--- src/hw/chain_pkg.sv ---
// Constants and carrier types for the cascaded queue controller.
// Assumes a 250 MHz clock and two chained 64x4 units on the pins.
package chain_pkg;
    localparam int unsigned WORD_W        = 4;
    localparam int unsigned UNIT_DEPTH    = 64;
    localparam int unsigned CHAIN_DEPTH   = 128;
    localparam int unsigned BUF_DEPTH     = 8;
    localparam int unsigned CLK_PERIOD_NS = 4;
    // Minimum pin pulse widths, high and low, and clear recovery time, in ns
    localparam int unsigned SHIFT_HIGH_NS = 40;
    localparam int unsigned SHIFT_LOW_NS  = 40;
    localparam int unsigned CLEAR_LOW_NS  = 40;
    localparam int unsigned RECOVERY_NS   = 40;
    localparam int unsigned SHIFT_HIGH_CYC = (SHIFT_HIGH_NS + CLK_PERIOD_NS - 1) / CLK_PERIOD_NS;
    localparam int unsigned SHIFT_LOW_CYC  = (SHIFT_LOW_NS + CLK_PERIOD_NS - 1) / CLK_PERIOD_NS;
    localparam int unsigned CLEAR_LOW_CYC  = (CLEAR_LOW_NS + CLK_PERIOD_NS - 1) / CLK_PERIOD_NS;
    localparam int unsigned RECOVERY_CYC   = (RECOVERY_NS + CLK_PERIOD_NS - 1) / CLK_PERIOD_NS;
    localparam int unsigned TIMER_W        = 8;
    localparam logic [TIMER_W-1:0] TIMER_ZERO = 8'h00;
    localparam logic [TIMER_W-1:0] TIMER_ONE  = 8'h01;

    typedef struct packed {
        logic               shift_in;
        logic               master_clear_n;
        logic [WORD_W-1:0]  data_in_bits;
    } write_pins_t;

    typedef struct packed {
        logic               shift_out;
    } read_pins_t;

    typedef enum logic [1:0] {
        WR_CLEAR = 2'b00,
        WR_IDLE  = 2'b01,
        WR_HIGH  = 2'b10,
        WR_LOW   = 2'b11
    } wr_state_t;

    typedef enum logic [1:0] {
        RD_WAIT = 2'b00,
        RD_HIGH = 2'b01,
        RD_LOW  = 2'b10,
        RD_IDLE = 2'b11
    } rd_state_t;
endpackage

--- src/hw/chain_host.sv ---
// Host controller for two chained 64x4 self-timed queue units.
// Assumes the upstream input and downstream output of the chain are on pins;
// the link between the two units is wired unit to unit with no glue.
//
// Behaviour
// RULE1: Chain acts as one 128x4 queue
// RULE2: Upstream output pulse strobes downstream input
// RULE3: Pulse timing meets downstream input needs
// RULE4: Full chain read moves one word across
// RULE5: Vacancy reaches upstream input, ready rises
// RULE6: Downstream input ready recovers by itself
// RULE7: Upstream output ready falls during transfer
// RULE8: Output ready rises, then data valid
// RULE9: Upstream input ready rises after bubble-up
// RULE10: Clear empties both, flags to idle
// RULE11: Held shift-out pulses ready per word
// RULE12: After 64 writes downstream full
// RULE13: From 65th word upstream output ready high
// RULE14: After 128 writes further shifts ignored
// RULE15: Held shift-in absorbs one word per vacancy
// RULE16: After 63 more reads upstream output low
// RULE17: Reads on empty chain do nothing
// RULE18: Width expansion ANDs side-by-side ready flags
// RULE19: Extra flag logic only for held strobes
// RULE20: Shift-in into full store is ignored
// RULE21: Input ready low while word accepted
// RULE22: One common clear for all units
// RULE23: Flags agree with each unit's count
`timescale 1ns/1ps
module chain_host (
    input  wire logic                          clk_in,
    input  wire logic                          rst_in,
    input  wire logic                          clear_req_in,
    input  wire logic [chain_pkg::WORD_W-1:0]  wr_data_in,
    input  wire logic                          wr_valid_in,
    output logic                               wr_ready_out,
    output logic      [chain_pkg::WORD_W-1:0]  rd_data_out,
    output logic                               rd_valid_out,
    input  wire logic                          rd_ready_in,
    output chain_pkg::write_pins_t             wr_pins_out,
    output chain_pkg::read_pins_t              rd_pins_out,
    input  wire logic                          upstream_input_ready_in,
    input  wire logic                          downstream_output_ready_in,
    input  wire logic [chain_pkg::WORD_W-1:0]  data_out_bits_in
);
    // -----------------------------------------------
    // Pin synchronisers
    // -----------------------------------------------
    // Three stages; a change counts once stages two and three agree
    localparam int unsigned SYNC_W = 2 + chain_pkg::WORD_W;
    logic [SYNC_W-1:0] s1_r;
    logic [SYNC_W-1:0] s2_r;
    logic [SYNC_W-1:0] s3_r;
    logic [SYNC_W-1:0] stable_r;
    logic [SYNC_W-1:0] s1_nxt;
    logic [SYNC_W-1:0] stable_nxt;
    logic              in_rdy;
    logic              out_rdy;
    logic [chain_pkg::WORD_W-1:0] q_bits;

    always_comb
    begin
        s1_nxt = {upstream_input_ready_in, downstream_output_ready_in, data_out_bits_in};
    end

    genvar gi;
    generate
        for (gi = 0; gi < SYNC_W; gi++)
        begin : g_filt
            always_comb
            begin
                stable_nxt[gi] = (s2_r[gi] == s3_r[gi]) ? s3_r[gi] : stable_r[gi];
            end
        end
    endgenerate

    always_ff @(posedge clk_in or posedge rst_in)
    begin
        if (rst_in)
        begin
            s1_r     <= '0;
            s2_r     <= '0;
            s3_r     <= '0;
            stable_r <= '0;
        end
        else
        begin
            s1_r     <= s1_nxt;
            s2_r     <= s1_r;
            s3_r     <= s2_r;
            stable_r <= stable_nxt;
        end
    end

    always_comb
    begin
        in_rdy  = stable_r[SYNC_W-1]; // One unit wide, so the combined flag is the flag itself [RULE18]
        out_rdy = stable_r[SYNC_W-2];
        q_bits  = stable_r[chain_pkg::WORD_W-1:0];
    end

    // -----------------------------------------------
    // Write side: buffer, then strobe upstream input
    // -----------------------------------------------
    logic [chain_pkg::WORD_W-1:0] buf_data;
    logic                         buf_valid;
    logic                         buf_take;
    chain_pkg::wr_state_t         wst_r;
    chain_pkg::wr_state_t         wst_nxt;
    logic [chain_pkg::TIMER_W-1:0] wtm_r;
    logic [chain_pkg::TIMER_W-1:0] wtm_nxt;
    logic [chain_pkg::WORD_W-1:0] din_r;
    logic [chain_pkg::WORD_W-1:0] din_nxt;
    logic                         si_r;
    logic                         si_nxt;
    logic                         mc_n_r;
    logic                         mc_n_nxt;

    word_fifo #(
        .WIDTH (chain_pkg::WORD_W),
        .DEPTH (chain_pkg::BUF_DEPTH)
    ) u_buf (
        .clk_in       (clk_in),
        .rst_in       (rst_in),
        .clear_in     (clear_req_in),
        .wr_data_in   (wr_data_in),
        .wr_valid_in  (wr_valid_in),
        .wr_ready_out (wr_ready_out),
        .rd_data_out  (buf_data),
        .rd_valid_out (buf_valid),
        .rd_ready_in  (buf_take)
    );

    always_comb
    begin
        wst_nxt  = wst_r;
        wtm_nxt  = (wtm_r != chain_pkg::TIMER_ZERO) ? wtm_r - chain_pkg::TIMER_ONE : wtm_r;
        din_nxt  = din_r;
        si_nxt   = si_r;
        mc_n_nxt = mc_n_r;
        buf_take = 1'b0;
        unique case (wst_r)
            chain_pkg::WR_CLEAR:
            begin
                // One clear drives both units together [RULE22] [RULE10]
                if (wtm_r == chain_pkg::TIMER_ZERO)
                begin
                    mc_n_nxt = 1'b1;
                    wtm_nxt  = chain_pkg::TIMER_W'(chain_pkg::RECOVERY_CYC);
                    wst_nxt  = chain_pkg::WR_LOW;
                end
            end
            chain_pkg::WR_IDLE:
            begin
                // Strobe only on ready, never held ahead [RULE14] [RULE19] [RULE20] [RULE23]
                if (buf_valid && in_rdy)
                begin
                    buf_take = 1'b1;
                    din_nxt  = buf_data;
                    si_nxt   = 1'b1;
                    wtm_nxt  = chain_pkg::TIMER_W'(chain_pkg::SHIFT_HIGH_CYC);
                    wst_nxt  = chain_pkg::WR_HIGH;
                end
            end
            chain_pkg::WR_HIGH:
            begin
                // Hold strobe until busy shows, then drop it [RULE21] [RULE15]
                if (wtm_r == chain_pkg::TIMER_ZERO && !in_rdy)
                begin
                    si_nxt  = 1'b0;
                    wtm_nxt = chain_pkg::TIMER_W'(chain_pkg::SHIFT_LOW_CYC);
                    wst_nxt = chain_pkg::WR_LOW;
                end
            end
            chain_pkg::WR_LOW:
            begin
                // Wait for the vacancy to bubble up before next word [RULE9] [RULE5]
                if (wtm_r == chain_pkg::TIMER_ZERO)
                begin
                    wst_nxt = chain_pkg::WR_IDLE;
                end
            end
        endcase
        if (clear_req_in)
        begin
            mc_n_nxt = 1'b0;
            si_nxt   = 1'b0;
            wtm_nxt  = chain_pkg::TIMER_W'(chain_pkg::CLEAR_LOW_CYC);
            wst_nxt  = chain_pkg::WR_CLEAR;
        end
    end

    always_ff @(posedge clk_in or posedge rst_in)
    begin
        if (rst_in)
        begin
            wst_r  <= chain_pkg::WR_CLEAR;
            wtm_r  <= chain_pkg::TIMER_W'(chain_pkg::CLEAR_LOW_CYC);
            din_r  <= '0;
            si_r   <= 1'b0;
            mc_n_r <= 1'b0;
        end
        else
        begin
            wst_r  <= wst_nxt;
            wtm_r  <= wtm_nxt;
            din_r  <= din_nxt;
            si_r   <= si_nxt;
            mc_n_r <= mc_n_nxt;
        end
    end

    // -----------------------------------------------
    // Read side: strobe downstream output
    // -----------------------------------------------
    // Only one word in flight; the chain itself is the deep store [RULE1]
    chain_pkg::rd_state_t          rst_s_r;
    chain_pkg::rd_state_t          rst_s_nxt;
    logic [chain_pkg::TIMER_W-1:0] rtm_r;
    logic [chain_pkg::TIMER_W-1:0] rtm_nxt;
    logic [chain_pkg::WORD_W-1:0]  rdat_r;
    logic [chain_pkg::WORD_W-1:0]  rdat_nxt;
    logic                          rv_r;
    logic                          rv_nxt;
    logic                          so_r;
    logic                          so_nxt;

    always_comb
    begin
        rst_s_nxt = rst_s_r;
        rtm_nxt   = (rtm_r != chain_pkg::TIMER_ZERO) ? rtm_r - chain_pkg::TIMER_ONE : rtm_r;
        rdat_nxt  = rdat_r;
        rv_nxt    = (rv_r && rd_ready_in) ? 1'b0 : rv_r;
        so_nxt    = so_r;
        unique case (rst_s_r)
            chain_pkg::RD_WAIT:
            begin
                // Data settle one delay after ready; never read an empty chain [RULE8] [RULE17]
                // Synced flag lags a clear by a few edges, so no read while clearing
                if (out_rdy && !rv_r && mc_n_r)
                begin
                    rtm_nxt   = chain_pkg::TIMER_W'(chain_pkg::SHIFT_LOW_CYC);
                    rst_s_nxt = chain_pkg::RD_IDLE;
                end
            end
            chain_pkg::RD_IDLE:
            begin
                if (rtm_r == chain_pkg::TIMER_ZERO)
                begin
                    rdat_nxt  = q_bits;
                    rv_nxt    = 1'b1;
                    so_nxt    = 1'b1;
                    rtm_nxt   = chain_pkg::TIMER_W'(chain_pkg::SHIFT_HIGH_CYC);
                    rst_s_nxt = chain_pkg::RD_HIGH;
                end
            end
            chain_pkg::RD_HIGH:
            begin
                // Unit drops ready while its output stage is busy [RULE11] [RULE4]
                if (rtm_r == chain_pkg::TIMER_ZERO && !out_rdy)
                begin
                    so_nxt    = 1'b0;
                    rtm_nxt   = chain_pkg::TIMER_W'(chain_pkg::SHIFT_LOW_CYC);
                    rst_s_nxt = chain_pkg::RD_LOW;
                end
            end
            chain_pkg::RD_LOW:
            begin
                if (rtm_r == chain_pkg::TIMER_ZERO)
                begin
                    rst_s_nxt = chain_pkg::RD_WAIT;
                end
            end
        endcase
        if (clear_req_in)
        begin
            so_nxt    = 1'b0;
            rv_nxt    = 1'b0;
            rst_s_nxt = chain_pkg::RD_WAIT;
        end
    end

    always_ff @(posedge clk_in or posedge rst_in)
    begin
        if (rst_in)
        begin
            rst_s_r <= chain_pkg::RD_WAIT;
            rtm_r   <= '0;
            rdat_r  <= '0;
            rv_r    <= 1'b0;
            so_r    <= 1'b0;
        end
        else
        begin
            rst_s_r <= rst_s_nxt;
            rtm_r   <= rtm_nxt;
            rdat_r  <= rdat_nxt;
            rv_r    <= rv_nxt;
            so_r    <= so_nxt;
        end
    end

    always_comb
    begin
        wr_pins_out.shift_in       = si_r;
        wr_pins_out.master_clear_n = mc_n_r;
        wr_pins_out.data_in_bits   = din_r;
        rd_pins_out.shift_out      = so_r;
        rd_data_out                = rdat_r;
        rd_valid_out               = rv_r;
    end
endmodule

--- src/hw/word_fifo.sv ---
// Small synchronous FIFO with valid/ready on both sides.
// Assumes one clock; read data leave from a register.
`timescale 1ns/1ps
module word_fifo #(
    parameter int unsigned WIDTH = 4,
    parameter int unsigned DEPTH = 8
) (
    input  wire logic             clk_in,
    input  wire logic             rst_in,
    input  wire logic             clear_in,
    input  wire logic [WIDTH-1:0] wr_data_in,
    input  wire logic             wr_valid_in,
    output logic                  wr_ready_out,
    output logic      [WIDTH-1:0] rd_data_out,
    output logic                  rd_valid_out,
    input  wire logic             rd_ready_in
);
    localparam int unsigned AW = $clog2(DEPTH);
    localparam logic [AW:0] CNT_ONE   = (AW+1)'(1);
    localparam logic [AW:0] CNT_FULL  = (AW+1)'(DEPTH);
    localparam logic [AW:0] CNT_ZERO  = '0;
    localparam logic [AW-1:0] PTR_ONE = AW'(1);

    logic [WIDTH-1:0] mem_r [DEPTH];
    logic [AW-1:0]    wp_r;
    logic [AW-1:0]    wp_nxt;
    logic [AW-1:0]    rp_r;
    logic [AW-1:0]    rp_nxt;
    logic [AW:0]      cnt_r;
    logic [AW:0]      cnt_nxt;
    logic [WIDTH-1:0] out_r;
    logic [WIDTH-1:0] out_nxt;
    logic             ov_r;
    logic             ov_nxt;
    logic             push;
    logic             load;

    // -----------------------------------------------
    // Control
    // -----------------------------------------------
    always_comb
    begin
        wr_ready_out = (cnt_r != CNT_FULL);
        rd_valid_out = ov_r;
        rd_data_out  = out_r;
        push    = wr_valid_in && wr_ready_out;
        load    = (cnt_r != CNT_ZERO) && (!ov_r || rd_ready_in);
        wp_nxt  = push ? wp_r + PTR_ONE : wp_r;
        rp_nxt  = load ? rp_r + PTR_ONE : rp_r;
        cnt_nxt = cnt_r;
        if (push && !load)
        begin
            cnt_nxt = cnt_r + CNT_ONE;
        end
        else if (load && !push)
        begin
            cnt_nxt = cnt_r - CNT_ONE;
        end
        out_nxt = load ? mem_r[rp_r] : out_r;
        ov_nxt  = load ? 1'b1 : (rd_ready_in ? 1'b0 : ov_r);
        if (clear_in)
        begin
            wp_nxt  = '0;
            rp_nxt  = '0;
            cnt_nxt = CNT_ZERO;
            ov_nxt  = 1'b0;
        end
    end

    always_ff @(posedge clk_in or posedge rst_in)
    begin
        if (rst_in)
        begin
            wp_r  <= '0;
            rp_r  <= '0;
            cnt_r <= '0;
            out_r <= '0;
            ov_r  <= 1'b0;
        end
        else
        begin
            wp_r  <= wp_nxt;
            rp_r  <= rp_nxt;
            cnt_r <= cnt_nxt;
            out_r <= out_nxt;
            ov_r  <= ov_nxt;
        end
    end

    // Storage has no reset; only counted words are read
    always_ff @(posedge clk_in)
    begin
        if (push)
        begin
            mem_r[wp_r] <= wr_data_in;
        end
    end
endmodule

--- config.mk ---
export PLATFORM = sky130hd
export DESIGN_NAME = chain_host
export DESIGN_NICKNAME = d
export VERILOG_FILES = /design/src/hw/chain_pkg.sv /design/src/hw/chain_host.sv /design/src/hw/word_fifo.sv
export SDC_FILE = /design/constraint.sdc
export NUM_CORES = 1
export LEC_CHECK = 0
export BUFFER_PORTS_ARGS = -buffer_cell sky130_fd_sc_hd__buf_4
export CAP_MARGIN = 20
export CORE_AREA = 3 3 85 128
export CTS_CLUSTER_SIZE = 10
export DETAILED_ROUTE_END_ITERATION = 16
export DIE_AREA = 0 0 88 131
export GPL_TIMING_DRIVEN = 0
export SETUP_SLACK_MARGIN = 0.15
export SYNTH_ARGS = -nofsm -noshare
export SYNTH_HDL_FRONTEND = slang
export SYNTH_SLANG_ARGS = --single-unit
--- constraint.sdc ---
create_clock -name clk_in -period 3.32 [get_ports clk_in]
set_input_delay 0.332 -clock clk_in [delete_from_list [all_inputs] [get_ports clk_in]]
set_output_delay 0.332 -clock clk_in [all_outputs]
set_load 0.02 [all_outputs]
# After elaboration in Yosys (flattened, before gate mapping)
# Memories as Yosys holds them, arrays and structs flattened. A register that Yosys moved wholly into a read port is not among the register bits.
# Index checks and enable logic that the tools add are counted.
# op_classes
n_addsub	6
n_eq_ne	21
muxes	52
n_reduce_logical	39
# ops
operator	count
$mux W8	9
$pmux W8 S3	2
$ne A3 B3 Y1 const B	8
$mux W1	20
$mux W2	10
$logic_not A8 Y1	2
$pmux W2 S4	2
$reduce_bool A8 Y1	2
$sub A8 B1 Y8 const B	2
$mux W3	4
$mux W4	3
$reduce_bool A3 Y1	4
$logic_and A1 B1 Y1	10
$eq A2 B2 Y1 const B	4
$reduce_and A4 Y1	2
$reduce_bool A2 Y1	4
$add A3 B1 Y3 const B	2
$eq A1 B1 Y1	6
$logic_not A1 Y1	6
$reduce_and A2 Y1	3
$reduce_and A3 Y1	2
$add A4 B1 Y4 const B	1
$eq A2 B1 Y1 const B	2
$logic_not A2 Y1	2
5 further kinds	6
# word_totals
reg_bits	67
ramBits	32
out_inout_bits	13
word_cells	142
n_memories	1
# mem_list
memory	depth	word_bits	rd	rd_clocked_by_memory_dff	wr	line_no	text
u_buf.mem_r	8	4	1	1	1	word_fifo.sv:24	logic [WIDTH-1:0] mem_r [DEPTH];

# Logic depth before layout (Yosys ltp)
# Gate-level depths: netlist of run 1.
# logic_depth
depth_word	9
ltp_mapped	9
ltp_nobuf	9

# Modules after synthesis
# From an unflattened synthesis of run 1, not the netlist that was laid out.
# hier_totals
hier_cells	344
hier_area_um2	4431.8
# by_module_without_submodules
mod	instances	cells_each	area_per_inst_um2	seq_area_each_um2
chain_host	1	196	2309.7	1403.8
word_fifo	1	148	2122.0	1336.3

# Worst setup path after synthesis of run 1
# Ideal clock, no wire load.
# synth_path
path_kind	reg2reg
startpoint	register u_buf.cnt_r[1]
endpoint	register u_buf.cnt_r[3]
arrival_ns	2.403
path_slack_ns	0.792
stages_incl_launch_ff	9
path_buffers	0
period_less_slack_ns	2.528
path_cell_list	dfrtp_1 -> nor4_1 -> a21oi_4 -> or2_2 -> ha_1 -> a21oi_1 -> a211oi_1 -> mux2i_1 -> mux2_2
# synth_via
elab_chain_len	6
# synth_rtl
item	line_no	text
start: declaration	word_fifo.sv:29	logic [AW:0] cnt_r;
start signal: assignment	word_fifo.sv:84	cnt_r <= cnt_nxt;
branches (longest 6 deep; another with $sub A4 B1 Y4)	n/a	
# Several ways; the timed one is not identified. The select of a mux whose other input is x is not followed.
# A chain may end at the register's enable or synchronous reset.

# Worst setup path in the final report of run 1
# Same ends and word-level chain as after synthesis.

==> metrics.csv, run 1 <==
metric,value,unit
netlist.top_cell.by_area,dfrtp_1,
synth.area.top_cells,"dfrtp_1 39%, edfxtp_1 22%, mux4_2 4.1%, ha_1 3.7%, nor2_1 3.3%",
root_buffer,clkbuf_16,
synthToLayoutAreaGrowth,14.80,%
setup_viol,0,
drc_errors,0,
crit_path_end,u_buf.cnt_r[3],
synth_adder_area_share,5.521,%
p_leak,2.133,nW
holdBufCountCts,0,
cp_max_fo,6,
fin_nets,391,
layout_setup_ws,0.5846,ns
grt.met1_usage,16.58,%
clkSlewWorstSetupHoldPaths,0.07,ns
crit_slowest_cell,nor4_1,
postLayoutCoreUtil,50.65,%
synth-warning-count,0,
max_freq,365.6,MHz
viasPerCell,5.217,
p_sw,1.191,mW
synth_compound_area_share,5.919,%
ys_seq_area_share,62.32,%
regArea,2740,µm²
drt_iter0_markers,121,
drv_slew,0,
clkPwrFrac,27.8,%
timing.final.hold_violations,0,
diodes,0,
final.setup.tns,0,ns
cts_buffers,9,
drive_above_1_share,21.25,%
die_width,88,µm
fp.dieH,131,µm
critPathCaptureType,flop,
cts_resized,0,
rr_endpoint,u_buf.cnt_r[3],
grt_use_met2,24.73,%
swShare,30.96,%
synth-edff-count,32,
multi_input_area,1544,µm²
synthXorXnorAreaFrac,3.358,%
use_met3,3.450,%
power.total,3.848,mW
dr.pass1.iters,4,
grt_pass1_wl,12360,µm
synth_cell_types,55,
ant_nets,0,
async_flop_share,68.93,%
h-tree-depth,3,
finish.instance_area,5047,µm²
dp_slack,0.5901,ns
p_int,2.657,mW
grt.overflow.total,0,
p_seq_share,44.3,%
syn_area,4397,µm²
ios,28,
yosys_most_used_dff,dfrtp_1,
powerDensity,762.3,nW/µm²
p_comb_share,27.9,%
wl,7294,µm
synthMuxAreaShare,9.277,%
synth-simple-area-share,11.04,%
avgSynthCellArea,13.53,µm²
wl_per_cell,15.07,µm
timing_worst_setup_path_type,flop to flop,
clk_path_buf_depth,2,
cts_tree,done,
critPathLaunchType,flop,
crit_start,u_buf.cnt_r[1],
place.detailed.hpwl,5219,µm
clk-insertion-delay-late,0.33,ns
grt_max_degree,72,
clock_skew,0.007179,ns
dp_cells,468,
outcome,"complete, no violations",
period_share,82.39,%
slew_headroom,41.16,%
grt_pass1_vias,2613,
num_rows,45,
final.fill_count,854,
core,9966,µm²
rsz0062_at_grt,false,
timing.max_cap.violations,0,
finalNonFillerCells,484,
critPathBufInv,0,
vias,2525,
max_stage_delay,0.55,ns
cts_sinks,103,
die_area,11530,µm²
numPortBuffers,26,
ys_seq_elements,103,
path_depth,8,
crit_family,simple AND/OR/NAND/NOR gates,
tightest_slew,0.8826,ns
grt.busiest_layer,met2,
routabilityCongestion,0.7382,
postPlaceCellArea,4741,µm²
synth.net_count,354,
fin_hold_ws,0.1001,ns
r2r_start,u_buf.cnt_r[1],
synth_top_area_share,39.27,%
period_needed,2.735,ns
synthCells,325,
crit_required,3.54,ns
grt_use_total,14.01,%
r2r_slack,0.58,ns
initial_core_util,44.12,%
hold_path_class,input pin to flop,
rr_worst_depth,8,
critPathArrivalTime,2.96,ns
post-cts-setup-buffer-count,0,
antenna_found_initial,0,
crit_chain,nor4_1 > a21oi_4 > or2_2 > ha_1 > a21oi_1 > a211oi_1 > mux2i_1 > mux2_2,
ir_drop,372.5,µV
synth_top_family_by_area,simple AND/OR/NAND/NOR gates,
## layout make-up
cell class	instances	area share, %
clock inverters	5	1.264
flip-flops and latches	103	54.29
repair buffers	26	3.867
plain buffers	11	1.041
clock buffers	11	4.809
well taps	117	2.900
inverters	16	1.239
multi-input cells	195	30.59
## synthesized netlist by cell type, types with 2 or more instances
master and n:
o211ai_1 2, nand4_1 2, dfstp_2 2, xnor2_1 6, mux2_1 3, a211oi_1 2
nand2_1 14, nand2b_1 5, nand3_1 6, mux2_2 11, xor2_1 9, buf_4 2
a21oi_1 17, o21ai_0 2, mux4_2 8, a31oi_1 2, a21o_1 2, maj3_1 6
buf_2 2, nor2b_1 5, inv_1 16, dfrtp_1 69, nor3_1 7, clkbuf_1 5
mux2i_1 7, edfxtp_1 32, ha_1 13, nor4_1 3, nor2_1 39
## logic make-up (layout without fill, tap and decap cells)
group,after synthesis,after routing
compound gates,38,38
xor+xnor,16,16
fa+ha+maj,20,20
buf+inv,27,69
flops,103,103
mux,29,29
simple gates,92,92
## worst reg2reg max path: stages (launching register included)
cell	delay, ns
dfrtp_1	0.45
nor4_1	0.55
a21oi_4	0.13
or2_2	0.36
ha_1	0.32
a21oi_1	0.22
a211oi_1	0.10
mux2i_1	0.15
mux2_2	0.34
## power groups by stage
stage,Combinational [mW],Clock [mW],Sequential (mW)
after floorplan,0.832,0,1.72
after global placement,1.06,0,1.72
after detailed placement,1.09,0,1.73
after CTS,1.09,1.10,1.71
after global routing,1.21,1.15,1.73
final,1.08,1.07,1.70
## worst min-delay path by stage
stage | slack (ns) | cells past startpoint | start | to
after global placement | 0.33 | 0 | s1_r[5] | s2_r[5]
after floorplan | 0.33 | 0 | s1_r[0] | s2_r[0]
after CTS | 0.08 | 1 | data_out_bits_in[1] | s1_r[1]
after global routing | 0.08 | 1 | data_out_bits_in[3] | s1_r[3]
final | 0.10 | 1 | data_out_bits_in[1] | s1_r[1]
after detailed placement | 0.33 | 0 | s1_r[0] | s2_r[0]
## sequential cells by signal, indices dropped and copies added (netlist names), 2 cells and up
name and flops:
u_buf.mem_r 32, rtm_r 8, wtm_r 8, s1_r 6, s2_r 6, s3_r 6
stable_r 6, din_r 4, rd_data_out 4, u_buf.cnt_r 4, u_buf.rd_data_out 4, u_buf.rp_r 3
u_buf.wp_r 3, rst_s_r 2, wst_r 2
## routing by layer
layer / vias up / part of all wire [%]
met5: - / 0
met4: 0 / 1.5
met3: 8 / 2.5
met2: 33 / 54
met1: 1254 / 42
li1: 1230 / -
## cells in the final DEF, fill, tap and decap left out, types with 2 or more instances in the layout
master | synthesis | final
mux2_1 | 3 | 3
nor3_1 | 7 | 7
maj3_1 | 6 | 6
inv_4 | 0 | 2
nand2_1 | 14 | 14
a21o_1 | 2 | 2
nor2_1 | 39 | 39
inv_1 | 16 | 15
mux2i_1 | 7 | 7
mux4_2 | 8 | 8
o211ai_1 | 2 | 2
clkbuf_16 | 0 | 9
xor2_1 | 9 | 9
a211oi_1 | 2 | 2
nor4_1 | 3 | 3
nand4_1 | 2 | 2
ha_1 | 13 | 13
edfxtp_1 | 32 | 32
mux2_2 | 11 | 11
a21oi_1 | 17 | 17
xnor2_1 | 6 | 6
buf_4 | 2 | 28
dfstp_2 | 2 | 2
o21ai_0 | 2 | 2
a31oi_1 | 2 | 2
nand3_1 | 6 | 6
nor2b_1 | 5 | 5
clkbuf_1 | 5 | 6
nand2b_1 | 5 | 5
buf_2 | 2 | 2
dfrtp_1 | 69 | 69
Note: power is estimated with default switching activity, not from simulation.
==> inputs of run 2 (changes only) <==
clock period = 2.3 ns   (was 3.32 ns; I/O delays follow)
==> run 2 against run 1 <==
  * Clock skew grew 0.0022 ns
  * Clock power grew 40%
  * Via count grew 3.1%
  * Worst setup slack lost 0.51 ns
  * Cell count grew 3.7%
  * Critical path depth is the same
  * Critical endpoint unchanged
  * Wire length grew 5.7%
  * Maximum frequency grew 23%
  * Total power grew 50%
  * Clock-buffer cell count shrank 2
==> metrics.csv, run 2 (synthesized netlist as in run 1, its figures left out) <==
metric,value,unit
outcome,"complete, no violations",
cp_max_fo,4,
die_width,88,µm
layout_common_cells,"65 x dfrtp_1, 41 x buf_4, 39 x nor2_1",
tightest_slew,0.8488,ns
critPathArrivalTime,2.45,ns
clkSlewWorstSetupHoldPaths,0.07,ns
die_area,11530,µm²
layout_commonest_cell,dfrtp_1,
max_freq,449.1,MHz
grt_max_degree,72,
vias,2604,
slew_headroom,43.41,%
period_share,96.81,%
root_buffer,clkbuf_16,
grt.overflow.total,0,
initial_core_util,44.12,%
grt_pass1_wl,12820,µm
dr.pass1.iters,7,
ant_nets,0,
dp_slack,-0.1090,ns
cts_tree,done,
layout_setup_ws,0.07345,ns
crit_required,2.53,ns
powerDensity,1095,nW/µm²
largest_reg_flops,32,
core,9966,µm²
timing.final.hold_violations,0,
critPathLaunchType,flop,
h-tree-depth,3,
critPathCaptureType,flop,
timing.max_cap.violations,0,
wl,7707,µm
p_leak,2.226,nW
period_needed,2.227,ns
reg_top3,"u_buf.mem_r x32, rtm_r x8, wtm_r x8",
drc_errors,0,
num_rows,45,
fp.dieH,131,µm
viasPerCell,5.187,
cts_buffers,9,
grt_use_total,14.93,%
ios,28,
diodes,0,
synthToLayoutAreaGrowth,19.66,%
ir_drop,521.0,µV
power.total,5.760,mW
setup_viol,0,
clock_skew,0.009331,ns
grt_pass1_vias,2555,
clk_path_buf_depth,2,
cts_sinks,103,
final.setup.tns,0,ns
timing_worst_setup_path_type,flop to flop,
numPortBuffers,26,
drive_above_1_share,27.79,%
place.detailed.hpwl,5364,µm
drv_slew,0,
routabilityCongestion,0.7317,
hold_path_class,input pin to asynchronous set/reset pin,
clk-insertion-delay-late,0.35,ns
wl_per_cell,15.35,µm
fin_nets,409,
rsz0062_at_grt,true,
fin_hold_ws,0.07239,ns
antenna_found_initial,0,
regMostFlops,u_buf.mem_r,
drt_iter0_markers,75,
[run 2: cell types whose count changed in the layout (fill, tap and decap cells not counted), sizes merged]
cell,change
buf,+13
dlygate4sd3,+6
clkbuf,-3
clkinv,+2
inv,+2
bufinv,-1
clkinvlp,-1
[run 2: where the power goes]
group | leakage (nW) | switching (mW) | internal, mW
logic | 0.899 | 0.883 | 0.907
registers | 1.18 | 0.261 | 2.21
clock network | 0.148 | 0.730 | 0.769
total | 2.23 | 1.87 | 3.89
[run 2: path summary, 6_finish.rpt]
path	startpoint	endpoint	slack [ns]	cells after the start
max	u_buf.cnt_r[3]	u_buf.cnt_r[3]	0.07	8
max in group asynchronous	rst_in	u_buf.cnt_r[3]	1.63	2
min	rst_in	rd_pins_out	0.07	2
min in group clk_in	wr_data_in[2]	u_buf.mem_r[3][2]	0.12	1
max reg2reg	u_buf.cnt_r[3]	u_buf.cnt_r[3]	0.07	8
min reg2reg	s1_r[5]	s2_r[5]	0.35	0
[run 2: through the flow]
stage | utilization [%] | instances | instance area (µm²)
3_3_place_gp | 48.02 | 468 | 4786
4_1_cts | 52.03 | 495 | 5185
2_1_floorplan | - | 325 | 4444
3_5_place_dp | 48.05 | 468 | 4788
6_report | 52.79 | 502 | 5261
5_1_grt | 52.79 | 502 | 5261
[run 2: routing by layer]
layer	global-route usage (%)	routed length (µm)	vias up
met4	7.136	144	0
met5	0	0	-
li1	-	-	1264
met2	26.38	4310	28
met3	3.325	191	9
met1	16.84	3060	1303
[run 2: worst max-delay path, cell delays in order (launching register included)]
cell     delay, ns
dfrtp_2       0.44
nor4_4        0.36
a21oi_4       0.06
or2_4         0.26
ha_1          0.30
nand3_2       0.08
o211a_1       0.13
mux2i_1       0.14
mux2_2        0.34
[run 2: cell type report]
| cell class | count | area [µm²] |
|---|---|---|
| Fill cell | 862 | 4705 |
| Sequential cell | 103 | 2745 |
| Multi-Input combinational cell | 195 | 1609 |
| Timing Repair Buffer | 44 | 345.3 |
| Clock buffer | 9 | 225.2 |
| Tap cell | 117 | 146.4 |
| Clock inverter | 7 | 71.32 |
| Inverter | 16 | 62.56 |
| Buffer | 11 | 56.30 |
[run 2: timing repair]
| action | 4_1_cts | 5_1_grt |
|---|---|---|
| gates resized for setup | 2 | 9 |
| endpoints found under the setup margin | 4 | 6 |
| pin swaps | 4 | 2 |
| hold endpoints to repair | 6 | 0 |
| hold buffers | 6 | 0 |
| buffers inserted | 5 | 7 |
==> inputs of run 3 (changes only) <==
ABC_AREA = 1   (was not set)
CORE_AREA = 3 3 87 130   (was 3 3 85 128)
DIE_AREA = 0 0 90 133   (was 0 0 88 131)
==> run 3 against run 2 <==
  * Sequential power hardly changed
  * Synthesized cell count is 38% higher
  * Worst setup slack better by 0.21 ns
  * Clock power is 6% lower
  * Worst hold slack worse by 0.0088 ns
  * Global-route usage is 0.44 points lower
  * First-iteration DRC count is 45% higher
  * Total power is 5.0% higher
  * Sequential share of layout area hardly changed
  * Combinational power is 21% higher
  * Register-to-register slack better by 0.21 ns
  * Design area is 0.17% lower
  * Critical endpoint unchanged
  * Highest routed layer unchanged
==> metrics.csv, run 3 <==
metric,value,unit
synth_top_family_by_area,simple AND/OR/NAND/NOR gates,
ir_drop,598.6,µV
num_rows,45,
drt_iter0_markers,109,
max_stage_delay,0.42,ns
dp_cells,614,
initial_core_util,44.36,%
yosys_most_used_dff,dfrtp_1,
synthMuxAreaShare,0.2477,%
antenna_found_initial,0,
place.detailed.hpwl,5823,µm
synthXorXnorAreaFrac,2.119,%
synthCells,447,
fp.dieH,133,µm
fin_nets,519,
crit_family,simple AND/OR/NAND/NOR gates,
ys_seq_area_share,60.28,%
timing_worst_setup_path_type,flop to flop,
critPathBufInv,2,
crit_required,2.53,ns
synth_compound_area_share,8.395,%
timing.final.hold_violations,0,
use_met3,3.527,%
vias,3030,
grt_max_degree,72,
period_needed,2.012,ns
grt_use_total,14.49,%
grt_pass1_vias,3075,
cp_max_fo,8,
wl,8021,µm
synth_adder_area_share,5.340,%
drv_slew,0,
layout_common_cells,"73 x nand2_1, 69 x dfrtp_1, 63 x nor2_1",
synthTopCellsByCount,"73 x nand2_1, 69 x dfrtp_1, 63 x nor2_1, 42 x inv_1, 32 x edfxtp_1",
critPathArrivalTime,2.25,ns
synth-warning-count,0,
drive_above_1_share,16.57,%
largest_reg_flops,32,
synth_top_area_share,37.99,%
cts_buffers,9,
grt_use_met2,26.61,%
synth.most_common_cell,nand2_1,
synthToLayoutAreaGrowth,15.55,%
critPathCaptureType,flop,
ant_nets,0,
viasPerCell,4.764,
finish.instance_area,5253,µm²
clock_skew,0.007117,ns
p_leak,2.373,nW
syn_area,4546,µm²
clk-insertion-delay-late,0.35,ns
r2r_slack,0.29,ns
ios,28,
power.total,6.051,mW
clkSlewWorstSetupHoldPaths,0.06,ns
max_freq,496.9,MHz
drc_errors,0,
crit_chain,inv_2 > nor2_1 > nand2_1 > nand2_2 > inv_2 > nand2_8 > ha_1 > a21oi_1 > nand2_1 > nand3b_1 > nand3_1 > nand2_1,
powerDensity,1152,nW/µm²
ys_seq_elements,103,
avgSynthCellArea,10.17,µm²
grt.overflow.total,0,
wl_per_cell,12.61,µm
outcome,"complete, no violations",
core,10250,µm²
final.setup.tns,0,ns
async_flop_share,68.93,%
rr_endpoint,u_buf.cnt_r[3],
synth-simple-area-share,17.86,%
period_share,87.50,%
routabilityCongestion,0.8283,
synth_cell_types,41,
r2r_start,u_buf.cnt_r[3],
synth.area.top_cells,"dfrtp_1 38%, edfxtp_1 21%, nand2_1 6.0%, nor2_1 5.2%, ha_1 3.6%",
synth-edff-count,32,
crit_slowest_cell,dfrtp_1,
postPlaceCellArea,4920,µm²
h-tree-depth,3,
finalNonFillerCells,636,
die_width,90,µm
hold_path_class,input pin to asynchronous set/reset pin,
critPathLaunchType,flop,
grt.busiest_layer,met2,
grt_pass1_wl,13810,µm
postLayoutCoreUtil,51.26,%
slew_headroom,43.11,%
regMostFlops,u_buf.mem_r,
timing.max_cap.violations,0,
setup_viol,0,
cts_sinks,103,
diodes,0,
dr.pass1.iters,4,
rr_worst_depth,12,
die_area,11970,µm²
clk_path_buf_depth,2,
cts_resized,0,
netlist.top_cell.by_area,dfrtp_1,
cp_common_cell,nand2_1,
tightest_slew,0.8533,ns
layout_commonest_cell,nand2_1,
cts_tree,done,
reg_top3,"u_buf.mem_r x32, rtm_r x8, wtm_r x8",
synth.net_count,476,
root_buffer,clkbuf_16,
grt.met1_usage,15.75,%
numPortBuffers,26,
rsz0062_at_grt,false,
==> run 3: cell count changes in the layout (fill, tap and decap cells not counted), sizes merged, moves of 7 or more <==
cell   change
nand2     +66
o21ai     +40
inv       +36
nor2      +27
nand3     +15
mux2      -13
buf        -9
mux4       -8
mux2i      -7
==> run 3: timing repair <==
item,4_1_cts,5_1_grt
buffers inserted,0,0
hold endpoints to repair,6,0
hold buffers,6,0
==> run 3: stage by stage <==
stage	hold slack (ns)	worst slack [ns]
after global routing	0.1175	0.1535
after global placement	0.3329	-0.5608
after detailed placement	0.3347	0.2877
final	0.06364	0.2875
after floorplan	0.2614	0.2767
after CTS	0.1000	0.2721
==> run 3: kinds of logic after synthesis <==
family	count (synthesis)
flops	103
xor+xnor	11
mux	1
buf+inv	64
compound gates	68
simple gates	180
fa+ha+maj	20
==> run 3: worst max-delay path by stage <==
stage,startpoint,endpoint,cells after the start
2_1_floorplan,rst_in,din_r[0],1
3_3_place_gp,rst_in,u_buf.rd_data_out[1],2
3_5_place_dp,u_buf.cnt_r[3],u_buf.cnt_r[3],12
4_1_cts,u_buf.cnt_r[3],u_buf.cnt_r[3],12
5_1_grt,u_buf.cnt_r[3],u_buf.cnt_r[3],12
6_report,u_buf.cnt_r[3],u_buf.cnt_r[3],12
==> run 3: cell type report <==
cell class | instances | area (µm²)
multi-input combinational | 280 | 1544
clock buffer | 10 | 229.0
tap | 141 | 176.4
buffer | 9 | 50.05
timing repair buffer | 32 | 255.2
clock inverter | 6 | 43.79
sequential | 103 | 2740
fill | 949 | 4995
inverter | 55 | 214.0
==> run 3: metal layers <==
metal / up-vias / wire (µm)
li1: 1544 / -
met1: 1442 / 3272
met2: 32 / 4390
met5: - / 0
met4: 0 / 165
met3: 12 / 192
==> run 3: power breakdown <==
| group | internal, mW | leakage (nW) | switching (mW) |
|---|---|---|---|
| Combinational | 0.833 | 1.06 | 1.34 |
| Sequential | 2.25 | 1.18 | 0.219 |
| Clock | 0.743 | 0.132 | 0.669 |
